File: config.mk
export PLATFORM = sky130hd
export DESIGN_NAME = tpcc_ctrl
export DESIGN_NICKNAME = d
export VERILOG_FILES = /design/src/rtl/tpcc_pkg.sv /design/src/rtl/tpcc_glitch_filter.sv /design/src/rtl/tpcc_ctrl.sv
export SDC_FILE = /design/constraint.sdc
export NUM_CORES = 1
export LEC_CHECK = 0
export ABC_CLOCK_PERIOD_IN_PS = 1700
export BUFFER_PORTS_ARGS = -buffer_cell sky130_fd_sc_hd__buf_2
export CAP_MARGIN = 25
export CORE_AREA = 2 2 65 67
export CTS_BUF_LIST = sky130_fd_sc_hd__clkbuf_16
export CTS_CLUSTER_DIAMETER = 200
export DETAILED_ROUTE_END_ITERATION = 6
export DIE_AREA = 0 0 67 69
export GPL_TIMING_DRIVEN = 0
export PLACE_DENSITY_LB_ADDON = 0.3
export SETUP_SLACK_MARGIN = 0.3
export SYNTH_ARGS = -nofsm -noshare
export SYNTH_HDL_FRONTEND = slang
export SYNTH_SLANG_ARGS = --single-unit
export TNS_END_PERCENT = 5
File: constraint.sdc
create_clock -name sys_clk -period 1.7 [get_ports sys_clk]
set_clock_uncertainty 0.1 [all_clocks]
set_input_delay 0.255 -clock sys_clk [delete_from_list [all_inputs] [get_ports sys_clk]]
set_output_delay 0.255 -clock sys_clk [all_outputs]
set_load 0.02 [all_outputs]
File: src/rtl/tpcc_pkg.sv
/*
 * Package for the timer pair common control block: register map, field layout,
 * reset values, combine and edge codes, glitch widths and the bus carrier struct.
 * Assumes a single 100 MHz clock and a classic Wishbone register bus.
 */
package tpcc_pkg;

    // ------------------------------------------------------------------
    // Register map
    // ------------------------------------------------------------------
    localparam logic [7:0] CTRL_INDEX   = 8'h01;
    localparam logic [7:0] CTRL_ADDR    = 8'h04;
    localparam logic [7:0] CTRL_RESET   = 8'h00;

    // ------------------------------------------------------------------
    // Field layout
    // ------------------------------------------------------------------
    localparam int BIT_LEVEL_FLAG = 0;
    localparam int BIT_SELECT     = 1;
    localparam int LSB_LOGIC      = 2;
    localparam int LSB_SUBMODE    = 4;
    localparam int LSB_MODE       = 6;

    // ------------------------------------------------------------------
    // Codes
    // ------------------------------------------------------------------
    localparam logic [1:0] LOGIC_AND  = 2'h0;
    localparam logic [1:0] LOGIC_OR   = 2'h1;
    localparam logic [1:0] LOGIC_NOR  = 2'h2;
    localparam logic [1:0] LOGIC_NAND = 2'h3;

    localparam logic [1:0] EDGE_FALL  = 2'h0;
    localparam logic [1:0] EDGE_RISE  = 2'h1;
    localparam logic [1:0] EDGE_BOTH  = 2'h2;

    localparam logic [1:0] SUB_NORMAL   = 2'h0;
    localparam logic [1:0] SUB_PINGPONG = 2'h1;
    localparam logic [1:0] SUB_FORCE_LO = 2'h2;
    localparam logic [1:0] SUB_FORCE_HI = 2'h3;

    // Glitch filter length in cycles for each submode code, code 0 is no filter.
    localparam logic [3:0] GLITCH_LEN0 = 4'h0;
    localparam logic [3:0] GLITCH_LEN1 = 4'h2;
    localparam logic [3:0] GLITCH_LEN2 = 4'h4;
    localparam logic [3:0] GLITCH_LEN3 = 4'h8;

    // ------------------------------------------------------------------
    // Carrier
    // ------------------------------------------------------------------
    typedef struct packed {
        logic       cyc;
        logic       stb;
        logic       we;
        logic [7:0] adr;
        logic [3:0] sel;
        logic [31:0] dat;
    } tpcc_wbreq_s;

endpackage : tpcc_pkg

File: src/rtl/tpcc_glitch_filter.sv
/*
 * Glitch filter with a three-flop input synchroniser.
 * Assumes the raw input is asynchronous to sys_clk; len is static while in use.
 */
`timescale 1ns/10ps
module tpcc_glitch_filter
    import tpcc_pkg::*;
(
    input  wire logic       sys_clk,
    input  wire logic       nrst,
    input  wire logic       rawIn,
    input  wire logic [3:0] len,
    output logic            filtOut
);
    logic [2:0] syncQ;
    logic [3:0] cntQ;
    logic       stableNew;

    // A change counts once the second and third stages agree.
    assign stableNew = (syncQ[1] == syncQ[2]) && (syncQ[2] != filtOut);

    always_ff @(posedge sys_clk or negedge nrst)
    begin
        if (!nrst)
        begin
            syncQ   <= 3'h0;
            cntQ    <= 4'h0;
            filtOut <= 1'b0;
        end
        else
        begin
            syncQ <= {syncQ[1:0], rawIn};
            if (!stableNew)
                cntQ <= 4'h0;
            else if (cntQ >= len)
            begin
                filtOut <= syncQ[2];
                cntQ    <= 4'h0;
            end
            else
                cntQ <= cntQ + 4'h1;
        end
    end
endmodule : tpcc_glitch_filter

File: src/rtl/tpcc_ctrl.sv
/*
 * Common control for the byte timer and word timer: mode, combined output pin,
 * submodes, demodulator input select, edge detection and falling-edge flag.
 * Assumes a classic Wishbone master on sys_clk and timer outputs from the same clock.
 */
// The Wishbone slave port is this design's own decision.
`timescale 1ns/10ps
module tpcc_ctrl
    import tpcc_pkg::*;
(
    input  wire logic        sys_clk,
    input  wire logic        nrst,
    input  wire logic        wb_cyc_i,
    input  wire logic        wb_stb_i,
    input  wire logic        wb_we_i,
    input  wire logic [7:0]  wb_adr_i,
    input  wire logic [3:0]  wb_sel_i,
    input  wire logic [31:0] wb_dat_i,
    output logic      [31:0] wb_dat_o,
    output logic             wb_ack_o,
    input  wire logic        byteTimerOut,
    input  wire logic        wordTimerRaw,
    input  wire logic        portBitOut,
    input  wire logic        firstDemodInputPin,
    input  wire logic        secondDemodInputPin,
    output logic             combinedOutputPin,
    output logic             wordTimerOutput,
    output logic             demodMode,
    output logic             pingPongEn,
    output logic             pingPongStop,
    output logic             demodEdge,
    output logic             captureIrq2Src
);
    tpcc_wbreq_s req;
    logic [7:0]  ctrlQ;
    logic        flagQ;
    logic        filtPrevQ;
    logic        filtered;
    logic        demodIn;
    logic        isDemod;
    logic        hit;
    logic        wrStb;
    logic        rdStb;
    logic        sub0Write;
    logic [7:0]  ctrlD;
    logic [7:0]  readVal;
    logic [1:0]  logicSel;
    logic [1:0]  subSel;
    logic        combined;
    logic        wordNext;
    logic        riseEv;
    logic        fallEv;
    logic        edgeHit;
    logic [3:0]  glitchLen;

    // ------------------------------------------------------------------
    // Functions
    // ------------------------------------------------------------------
    function automatic logic combine(input logic [1:0] f, input logic a, input logic b);
        logic r;
        r = 1'b0;
        unique case (f)
            LOGIC_AND:  r = a & b;
            LOGIC_OR:   r = a | b;
            LOGIC_NOR:  r = ~(a | b);
            LOGIC_NAND: r = ~(a & b);
        endcase
        return r;
    endfunction : combine

    function automatic logic [3:0] glitch_of(input logic [1:0] s);
        logic [3:0] r;
        r = GLITCH_LEN0;
        unique case (s)
            2'h0: r = GLITCH_LEN0;
            2'h1: r = GLITCH_LEN1;
            2'h2: r = GLITCH_LEN2;
            2'h3: r = GLITCH_LEN3;
        endcase
        return r;
    endfunction : glitch_of

    // ------------------------------------------------------------------
    // Bus decode
    // ------------------------------------------------------------------
    assign req       = '{cyc: wb_cyc_i, stb: wb_stb_i, we: wb_we_i, adr: wb_adr_i,
                         sel: wb_sel_i, dat: wb_dat_i};
    // Ack is held off for one cycle after each answer so a held request acts once.
    assign hit       = req.cyc && req.stb && !wb_ack_o && (req.adr == CTRL_ADDR);
    assign wrStb     = req.cyc && req.stb && !wb_ack_o && req.we && req.sel[0] && hit;
    assign rdStb     = req.cyc && req.stb && !wb_ack_o;
    assign isDemod   = (ctrlQ[LSB_MODE +: 2] != 2'h0);
    assign sub0Write = wrStb && req.dat[BIT_LEVEL_FLAG];

    // In signal_reception_mode mode bit 0 of the stored byte is not a level; a write never lands there.
    assign ctrlD     = isDemod ? {req.dat[7:1], ctrlQ[BIT_LEVEL_FLAG]} : req.dat[7:0];
    assign readVal   = isDemod ? {ctrlQ[7:1], flagQ} : ctrlQ;

    // ------------------------------------------------------------------
    // Transmit path
    // ------------------------------------------------------------------
    assign logicSel  = ctrlQ[LSB_LOGIC +: 2];
    assign subSel    = ctrlQ[LSB_SUBMODE +: 2];
    assign wordNext  = (subSel == SUB_FORCE_LO) ? 1'b0 :
                       (subSel == SUB_FORCE_HI) ? 1'b1 : wordTimerRaw;
    assign combined  = combine(logicSel, byteTimerOut, wordTimerOutput);

    // ------------------------------------------------------------------
    // Signal_reception_mode path
    // ------------------------------------------------------------------
    // The second pin also feeds interrupt two; masking it is software's job.
    assign demodIn   = ctrlQ[BIT_SELECT] ? secondDemodInputPin : firstDemodInputPin;
    assign glitchLen = glitch_of(subSel);
    assign riseEv    = filtered && !filtPrevQ;
    assign fallEv    = !filtered && filtPrevQ;
    assign edgeHit   = (logicSel == EDGE_FALL) ? fallEv :
                       (logicSel == EDGE_RISE) ? riseEv :
                       (logicSel == EDGE_BOTH) ? (riseEv | fallEv) : 1'b0;

    tpcc_glitch_filter u_filter
    (
        .sys_clk (sys_clk),
        .nrst    (nrst),
        .rawIn   (demodIn),
        .len     (glitchLen),
        .filtOut (filtered)
    );

    // ------------------------------------------------------------------
    // Registers
    // ------------------------------------------------------------------
    always_ff @(posedge sys_clk or negedge nrst)
    begin
        if (!nrst)
        begin
            ctrlQ    <= CTRL_RESET;
            wb_ack_o <= 1'b0;
            wb_dat_o <= 32'h0000_0000;
        end
        else
        begin
            wb_ack_o <= rdStb;
            wb_dat_o <= (rdStb && hit && !req.we) ? {24'h00_0000, readVal} : 32'h0000_0000;
            if (wrStb)
                ctrlQ <= ctrlD;
        end
    end

    // The set wins over a clear arriving in the same cycle so no edge is lost.
    always_ff @(posedge sys_clk or negedge nrst)
    begin
        if (!nrst)
            flagQ <= 1'b0;
        else if (isDemod && fallEv)
            flagQ <= 1'b1;
        else if (isDemod && sub0Write)
            flagQ <= 1'b0;
    end

    always_ff @(posedge sys_clk or negedge nrst)
    begin
        if (!nrst)
        begin
            filtPrevQ         <= 1'b0;
            combinedOutputPin <= 1'b0;
            wordTimerOutput   <= 1'b0;
            demodMode         <= 1'b0;
            pingPongEn        <= 1'b0;
            pingPongStop      <= 1'b0;
            demodEdge         <= 1'b0;
            captureIrq2Src    <= 1'b0;
        end
        else
        begin
            filtPrevQ <= filtered;
            demodMode <= isDemod;
            if (wrStb && !isDemod && (req.dat[LSB_MODE +: 2] == 2'h0))
                wordTimerOutput <= req.dat[BIT_LEVEL_FLAG];
            else if (!isDemod)
                wordTimerOutput <= wordNext;
            combinedOutputPin <= (!isDemod && ctrlQ[BIT_SELECT]) ? combined : portBitOut;
            pingPongEn        <= !isDemod && (subSel == SUB_PINGPONG);
            pingPongStop      <= wrStb && !isDemod
                                 && (req.dat[LSB_SUBMODE +: 2] == SUB_NORMAL);
            demodEdge         <= isDemod && edgeHit;
            captureIrq2Src    <= isDemod && ctrlQ[BIT_SELECT] && edgeHit;
        end
    end

endmodule : tpcc_ctrl

# Word-level counts from Yosys, hierarchy flattened
# Index checks and enable logic that the tools add are counted.
[totals] output_inout_bits=40 in_bits=54 word_cells=86 ff_bits=34
[op_classes] add_sub_neg=1 order_cmp=1 n_reduce_logical=35 muxes=17 n_bitwise=6 n_eq_ne=10
[op_table] op="logical AND 1 bit" n=22
[op_table] op="one-hot mux 4 bit (4 select lines)" n=1
[op_table] op="2-to-1 mux 1 bit" n=12
[op_table] op="equality test 2 bit, second input constant" n=4
[op_table] op="equality test 8 x 3 -> 1 bit, second input constant" n=1
[op_table] op="zero test 2 bit" n=4
[op_table] op="2-to-1 mux 4 bit" n=2
[op_table] op="2-to-1 mux 8 bit" n=1
[op_table] op="zero test 1 bit" n=5
[op_table] op="adder 4 x 1 -> 4 bit, second input constant" n=1
[op_table] op="equality test 2 x 1 -> 1 bit, second input constant" n=2
[op_table] op="greater-or-equal comparator 4 bit" n=1
[op_table] op="one-hot mux 1 bit (4 select lines)" n=1
[op_table] op="AND reduction 2 bit" n=2
[op_table] op="nonzero test 2 bit" n=2
[op_table] op="inverter 1 bit" n=3
[op_table] op="inequality test 2 x 1 -> 1 bit, second input constant" n=1
[op_table] op="bitwise OR 1 bit" n=2
[op_table] op="bitwise AND 1 bit" n=1
[op_table] op="equality test 1 bit" n=1
[op_table] op="inequality test 1 bit" n=1

# Longest topological paths before layout
# Gate-level depths: netlist (run 1).
[depth] word_depth=9 ltp_mapped=6 depth_no_buf=6

# Cells and area by module
# A second synthesis (run 1) with hierarchy kept.
[hier_totals] hier_cells=151 area_unflattened_um2=1756.7
[by_module_without_submodules] module="tpcc_ctrl" area_per_inst_um2=1337.5 n_inst=1 cells_each=116 seq_area_each_um2=650.6
[by_module_without_submodules] module="tpcc_glitch_filter" area_per_inst_um2=419.2 n_inst=1 cells_each=35 seq_area_each_um2=200.2

# Worst setup path after synthesis (run 1)
# Ideal clock, no wire load.
[synth_path] path_type="reg2reg" startpoint="register wb_ack_o" endpoint="register ctrlQ[1]" n_path_buf=1 setup_time_ns=0.125 stages_incl_launch_ff=5 setup_slack_ns=0.174 t_arrival_ns=1.302 cell_sequence="dfrtp_1 > and3b_1 > nand4_1 > buf_2 > mux2_2"
[synth_between] elab_chain_len=5 elab_cells_between_ends=6 classes_between="reduce/logical: 6"
[synth_lines] element="from (decl)" line_no="tpcc_ctrl.sv:20" source="output logic wb_ack_o,"
[synth_lines] element="from (signal assigned)" line_no="tpcc_ctrl.sv:142" source="wb_ack_o <= rdStb;"
[synth_lines] element="zero test 1 bit *"
[synth_lines] element="logical AND 1 bit *"
[synth_lines] element="via rdStb" line_no="tpcc_ctrl.sv:43" source="logic rdStb;"
[synth_lines] element="logical AND 1 bit (2 in series)" line_no="tpcc_ctrl.sv:90" source="assign wrStb = req.cyc && req.stb && !wb_ack_o && req.we && req.sel[0] && hit;"
[synth_lines] element="logical AND 1 bit *" line_no="tpcc_ctrl.sv:90"
[synth_lines] element="to (signal assigned)" line_no="tpcc_ctrl.sv:145" source="ctrlQ <= ctrlD;"
[synth_lines] element="to (decl)" line_no="tpcc_ctrl.sv:35" source="logic [7:0] ctrlQ;"
# Mark *: on every way through the listed nets, which the timed path passes. The rest lies on a longest branch.
# A chain may end at the register's enable or synchronous reset.

# Worst setup path in the final report (run 1)
[layout_path] startpoint="register wb_ack_o" endpoint="register wordTimerOutput"
[layout_between] elab_chain_len=8 elab_cells_between_ends=10 classes_between="eq/ne: 1; mux: 1; reduce/logical: 8"
[layout_lines] element="zero test 1 bit *"
[layout_lines] element="logical AND 1 bit *"
[layout_lines] element="via rdStb" line_no="tpcc_ctrl.sv:43"
[layout_lines] element="logical AND 1 bit (2 in series)" line_no="tpcc_ctrl.sv:90"
[layout_lines] element="logical AND 1 bit *" line_no="tpcc_ctrl.sv:90"
[layout_lines] element="logical AND 1 bit * (2 in series)" line_no="tpcc_ctrl.sv:177" source="if (wrStb && !isDemod && (req.dat[LSB_MODE +: 2] == 2'h0))"
[layout_lines] element="inequality test 2 x 1 -> 1 bit (no source line) or 2-to-1 mux 1 bit (tied branches)"
[layout_lines] element="to (signal assigned)" line_no="tpcc_ctrl.sv:178" source="wordTimerOutput <= req.dat[BIT_LEVEL_FLAG];"
[layout_lines] element="to (signal assigned)" line_no="tpcc_ctrl.sv:180" source="wordTimerOutput <= wordNext;"
[layout_lines] element="to (decl)" line_no="tpcc_ctrl.sv:27" source="output logic wordTimerOutput,"
# Marked as above.

==> flow_summary.toml, run 1 <==
[worst_setup_path]
cp_slowest_cell = "dfrtp_1"
cpPeakStageDelay_ns = 0.36
regToRegSetupSlack_ns = 0.16
reg2reg_depth = 4
worst_setup_path_end_kind = "flip-flop"
crit_path_start_kind = "flip-flop"
crit_type = "reg2reg"
worstPathCellList = "and3b_1 > nand4_1 > o311a_1 > o31ai_2"
crit_fanout = 3
r2r_end = "wordTimerOutput$_DFFE_PN0P_"
required_ns = 1.78
cp.arrival_ns = 1.62
critPathBufInv = 0
crit_family = "compound AO/OA/AOI/OAI gates"
rr_startpoint = "wb_ack_o$_DFF_PN0_"

[yosys]
ys_seq_elements = 34
synth_common_cells = "dfrtp_1, buf_4, and2_1, mux2_2, nor2_1"
ys.flop_type = "dfrtp_1"
yosys_warnings = 0
ys_types = 32
synth.cell_area_sq_um = 1629
yosys.area.top_type = "dfrtp_1"
synth_cells = 144
avgSynthCellArea_sq_um = 11.31
ys_top_cells_by_area = "dfrtp_1, buf_4, mux2_2"
async_reset_ff_share_pct = 100.0
yosysMostFrequentCell = "dfrtp_1"
synth-edff-count = 0
synth_top_area_share_pct = 52.23
synth_seq_area_share_pct = 52.23

[final_layout]
area_growth_pct = 32.95
layout-drive-gt1-share_pct = 42.66
antennaDiodeCount = 0
finalInstanceArea_sq_um = 2166
finalNetCount = 278

[timing]
worst_pin_slew_ns = 0.7379
slew_headroom_pct = 50.80
fmax_mhz = 649.0
rsz0062_at_grt = "true"
fin_crit_sh_pct = 90.64
hold_ws_ns = 0.05671
maxSlewViolCount = 0
fin_crit_ns = 1.541
hold_violations = 0
final.setup.tns_ns = 0
setup_viol = 0

[run]
cap_violations = 0

[cts]
worstSkewPairLatency_ns = 0.27
numCtsBuffers = 5
cts_tree = "built"
cts.sinks = 34
cts-root-buf = "clkbuf_16"
clockBufferDepth = 2
clk_pin_slew_worst_paths_ns = 0.05
postCtsSetupRepairBufs = 0
cts.htree.levels = 2

[global_routing]
antenna_found_initial = 0
grt_pass1_wl_mm = 4.933
grt_overflow = 0
grt_pass1_vias = 1068
track_usage_pct = 14.14
grt_max_degree = 35

[pwr]
power.leakage_nw = 1.192
powerDensity_nw_per_um2 = 858.5
peakVddDrop_v = 0.0004102
power.total_w = 0.001859

[routing]
drtIter0Drc = 96
vias = 1157
firstDrtPassIters = 4
wl_mm = 2.938
vias_per_cell = 4.317
wire_per_inst_microns = 10.96
drc = 0
ant_nets = 0

[die]
dieArea_sq_um = 4623
num_rows = 23
core_area_sq_um = 3914
io_pins = 94
start_util_pct = 41.62
die_w_microns = 67
fp.dieH_microns = 69

[hold_path]
holdPathStages = 2
min_path_type = "in2reg"
min_to = "pingPongStop$_DFF_PN0_"
hp-start = "wb_dat_i[5]"

[status]
outcome = "finished clean"

[placed_design]
io_buffers = 42
post-dp-hpwl_mm = 2.260
postPlaceCellArea_sq_um = 1991
gp_congestion = 0.7347
-- how the worst max path moves through the flow --
| stage | endpoint | from | cells after the start |
|---|---|---|---|
| 2_1_floorplan | wordTimerOutput$_DFFE_PN0P_ | wb_ack_o$_DFF_PN0_ | 5 |
| 3_3_place_gp | ctrlQ[0]$_DFFE_PN0P_ | ctrlQ[6]$_DFFE_PN0P_ | 4 |
| 3_5_place_dp | ctrlQ[0]$_DFFE_PN0P_ | ctrlQ[6]$_DFFE_PN0P_ | 4 |
| 4_1_cts | wordTimerOutput$_DFFE_PN0P_ | wb_ack_o$_DFF_PN0_ | 4 |
| 5_1_grt | wordTimerOutput$_DFFE_PN0P_ | wb_ack_o$_DFF_PN0_ | 4 |
| 6_report | wordTimerOutput$_DFFE_PN0P_ | wb_ack_o$_DFF_PN0_ | 4 |
-- cell families (layout without fill, tap and decap cells) --
group,Yosys count,after routing,synth area share [%]
other cells,1,24,0.2302
simple gates,46,46,15.51
fa+ha+maj,7,7,5.376
flops,34,34,52.23
xor+xnor,2,2,1.075
compound gates,12,12,4.916
mux,12,12,8.141
buf+inv,30,81,12.52
-- layer usage --
metal  track usage, %  wire length (microns)
met1            18.34                   1300
met2            21.01                   1415
met3            3.589                    150
met4            8.163                     73
met5                0                      0
-- report_power, final --
part	internal, W	total, W	switching [W]
Sequential	0.000826	0.000839	0.0000134
Clock	0.000527	0.000825	0.000297
Combinational	0.0000858	0.000195	0.000109
Total	0.00144	0.00186	0.000420
-- timing repair --
| item | 4_1_cts | 5_1_grt |
|---|---|---|
| gates resized for setup | 7 | 2 |
| hold buffers | 1 | 0 |
| pin swaps | 1 | 1 |
| hold endpoints to repair | 34 | 0 |
| endpoints found under the setup margin | 26 | 26 |
-- placed cells by master, fill, tap and decap left out, types with 2 or more instances in the layout --
cell,synthesis,final
and2_1,10,10
nor4_2,1,2
clkbuf_16,0,5
mux2i_1,2,2
o21ai_0,2,2
a21oi_1,3,2
conb_1,1,24
dfrtp_2,0,2
a21o_1,2,2
dfrtp_1,34,32
buf_4,24,24
nand3_1,5,5
clkinv_2,0,2
ha_1,7,7
nand2b_1,4,4
nor2_1,10,9
inv_1,4,5
buf_2,1,42
nand2_1,8,8
mux2_2,10,10
-- registers in the layout, indices dropped and copies added, names as in the netlist --
signal and count:
captureIrq2Src 1, u_filter.syncQ 3, pingPongEn 1, flagQ 1, demodMode 1, pingPongStop 1
filtPrevQ 1, wordTimerOutput 1, ctrlQ 8, demodEdge 1, wb_ack_o 1, u_filter.filtOut 1
wb_dat_o 8, u_filter.cntQ 4, combinedOutputPin 1
-- per-stage QoR --
stage	cells	utilization [%]	setup slack, ns
2_1_floorplan	167	-	0.2058
3_3_place_gp	259	50.86	-0.03103
3_5_place_dp	259	50.86	-0.03957
4_1_cts	268	55.24	0.1380
5_1_grt	268	55.34	0.02758
6_report	268	55.34	0.1592
-- layout make-up --
| cell class | count | area (sq um) |
|---|---|---|
| Fill cell | 360 | 1748 |
| Sequential cell | 34 | 853.3 |
| Multi-Input combinational cell | 103 | 680.7 |
| Timing Repair Buffer | 43 | 220.2 |
| Buffer | 25 | 191.4 |
| Clock buffer | 5 | 125.1 |
| Tap cell | 50 | 62.56 |
| Inverter | 5 | 20.02 |
| Clock inverter | 3 | 12.51 |
-- worst reg2reg max path, stage by stage, from the launching register on --
cell	delay [ns]
dfrtp_1	0.36
and3b_1	0.25
nand4_1	0.18
o311a_1	0.35
o31ai_2	0.20
Note: power is estimated with default switching activity, not from simulation.
==> run 2: changes to the inputs <==
==> constraint.sdc (replaced) <==
create_clock -name sys_clk -period 1.7 [get_ports sys_clk]
set_clock_uncertainty 0.1 [all_clocks]
set_input_delay 0.34 -clock sys_clk [delete_from_list [all_inputs] [get_ports sys_clk]]
set_output_delay 0.34 -clock sys_clk [all_outputs]
set_load 0.02 [all_outputs]
==> flow_summary.toml, run 2 (synthesized netlist as in run 1, its figures left out) <==
[status]
outcome = "finished clean"

[cts]
cts.sinks = 34
cts-root-buf = "clkbuf_16"
cts.htree.levels = 2
numCtsBuffers = 5
worstSkewPairLatency_ns = 0.27
cts_tree = "built"
clockBufferDepth = 2
clk_pin_slew_worst_paths_ns = 0.05
postCtsSetupRepairBufs = 0

[hold_path]
min_path_type = "in2async"

[timing]
worst_pin_slew_ns = 0.7363
fin_crit_ns = 1.541
setup_viol = 0
fmax_mhz = 649.0
slew_headroom_pct = 50.91
fin_crit_sh_pct = 90.64
maxSlewViolCount = 0
hold_violations = 0
rsz0062_at_grt = "true"

[worst_setup_path]
startpoint = "wb_ack_o$_DFF_PN0_"
crit_path_start_kind = "flip-flop"
rr_startpoint = "wb_ack_o$_DFF_PN0_"
reg2reg_depth = 4
r2r_end = "wordTimerOutput$_DFFE_PN0P_"
worst_setup_path_end_kind = "flip-flop"
regToRegSetupSlack_ns = 0.16
cp.arrival_ns = 1.62
required_ns = 1.78
crit_fanout = 3
crit_type = "reg2reg"

[final_layout]
largest_registers = "ctrlQ (8), wb_dat_o (8), u_filter.cntQ (4)"
final_core_util_pct = 55.08
antennaDiodeCount = 0
nFillCells = 361
finalNetCount = 277
mostFrequentLayoutCell = "buf_2"
final_cell_mix = "buf_2, dfrtp_1, buf_4, conb_1"
area_growth_pct = 32.34
layout-drive-gt1-share_pct = 42.86

[routing]
vias = 1155
drtIter0Drc = 96
vias_per_cell = 4.326
firstDrtPassIters = 4
ant_nets = 0
wire_per_inst_microns = 10.98
wl_mm = 2.931
drc = 0

[global_routing]
grt_overflow = 0
grt_max_degree = 35
grt_pass1_vias = 1068
antenna_found_initial = 0
grt_pass1_wl_mm = 4.933
track_usage_pct = 14.14

[die]
start_util_pct = 41.62
num_rows = 23
fp.dieH_microns = 69
core_area_sq_um = 3914
dieArea_sq_um = 4623
io_pins = 94
die_w_microns = 67

[placed_design]
io_buffers = 42
post-dp-hpwl_mm = 2.260
gp_congestion = 0.7347

[pwr]
peakVddDrop_v = 0.0004102
power.total_w = 0.001858
power.leakage_nw = 1.188
powerDensity_nw_per_um2 = 861.7

[run]
cap_violations = 0
run 2: final cells by class:
type	count	area (sq um)	share of cell area, %
Tap cell	50	62.56	2.902
Clock buffer	5	125.1	5.804
Buffer	25	191.4	8.880
Timing Repair Buffer	42	210.2	9.750
Inverter	5	20.02	0.9286
Multi-Input combinational cell	103	680.7	31.57
Clock inverter	3	12.51	0.5804
Sequential cell	34	853.3	39.58
run 2: layer usage:
| metal | global-route usage [%] | vias up | share of wire [%] |
|---|---|---|---|
| met5 | 0 | - | 0 |
| met4 | 8.163 | 0 | 2.5 |
| met3 | 3.589 | 7 | 5.2 |
| met2 | 21.01 | 35 | 48 |
| met1 | 18.34 | 534 | 44 |
| li1 | - | 579 | - |
run 2: through the flow:
stage | std cells | cell area (sq um) | setup TNS (ns) | setup slack [ns] | hold slack (ns)
finish | 267 | 2156 | 0 | 0.1592 | 0.02731
CTS | 267 | 2152 | 0 | 0.1380 | 0.05339
global route | 267 | 2156 | 0 | 0.02758 | 0.09380
floorplan | 167 | 1718 | 0 | 0.2058 | -0.05559
detailed placement | 259 | 1991 | -0.07238 | -0.03957 | 0.2347
global placement | 259 | 1991 | -0.04840 | -0.03103 | 0.2377
run 2: critical path, stage by stage, from the launching register on:
cell     delay [ns]
dfrtp_1        0.36
and3b_1        0.25
nand4_1        0.18
o311a_1        0.35
o31ai_2        0.20
run 2: worst max-delay path by stage:
stage | end | slack, ns | depth (start not counted)
2_1_floorplan | wordTimerOutput$_DFFE_PN0P_ | 0.21 | 5
3_3_place_gp | ctrlQ[0]$_DFFE_PN0P_ | -0.03 | 4
3_5_place_dp | ctrlQ[0]$_DFFE_PN0P_ | -0.04 | 4
4_1_cts | wordTimerOutput$_DFFE_PN0P_ | 0.14 | 4
5_1_grt | wordTimerOutput$_DFFE_PN0P_ | 0.03 | 4
6_report | wordTimerOutput$_DFFE_PN0P_ | 0.16 | 4
run 2: timing repair:
item	4_1_cts	5_1_grt
pin swaps	1	1
resized for setup	7	2
hold buffers	0	0
endpoints found under the setup margin	26	26
run 2: report_power, final:
group	total, W	internal [W]	switching, W
clock network	0.000825	0.000527	0.000297
logic	0.000193	0.0000843	0.000109
registers	0.000839	0.000826	0.0000134
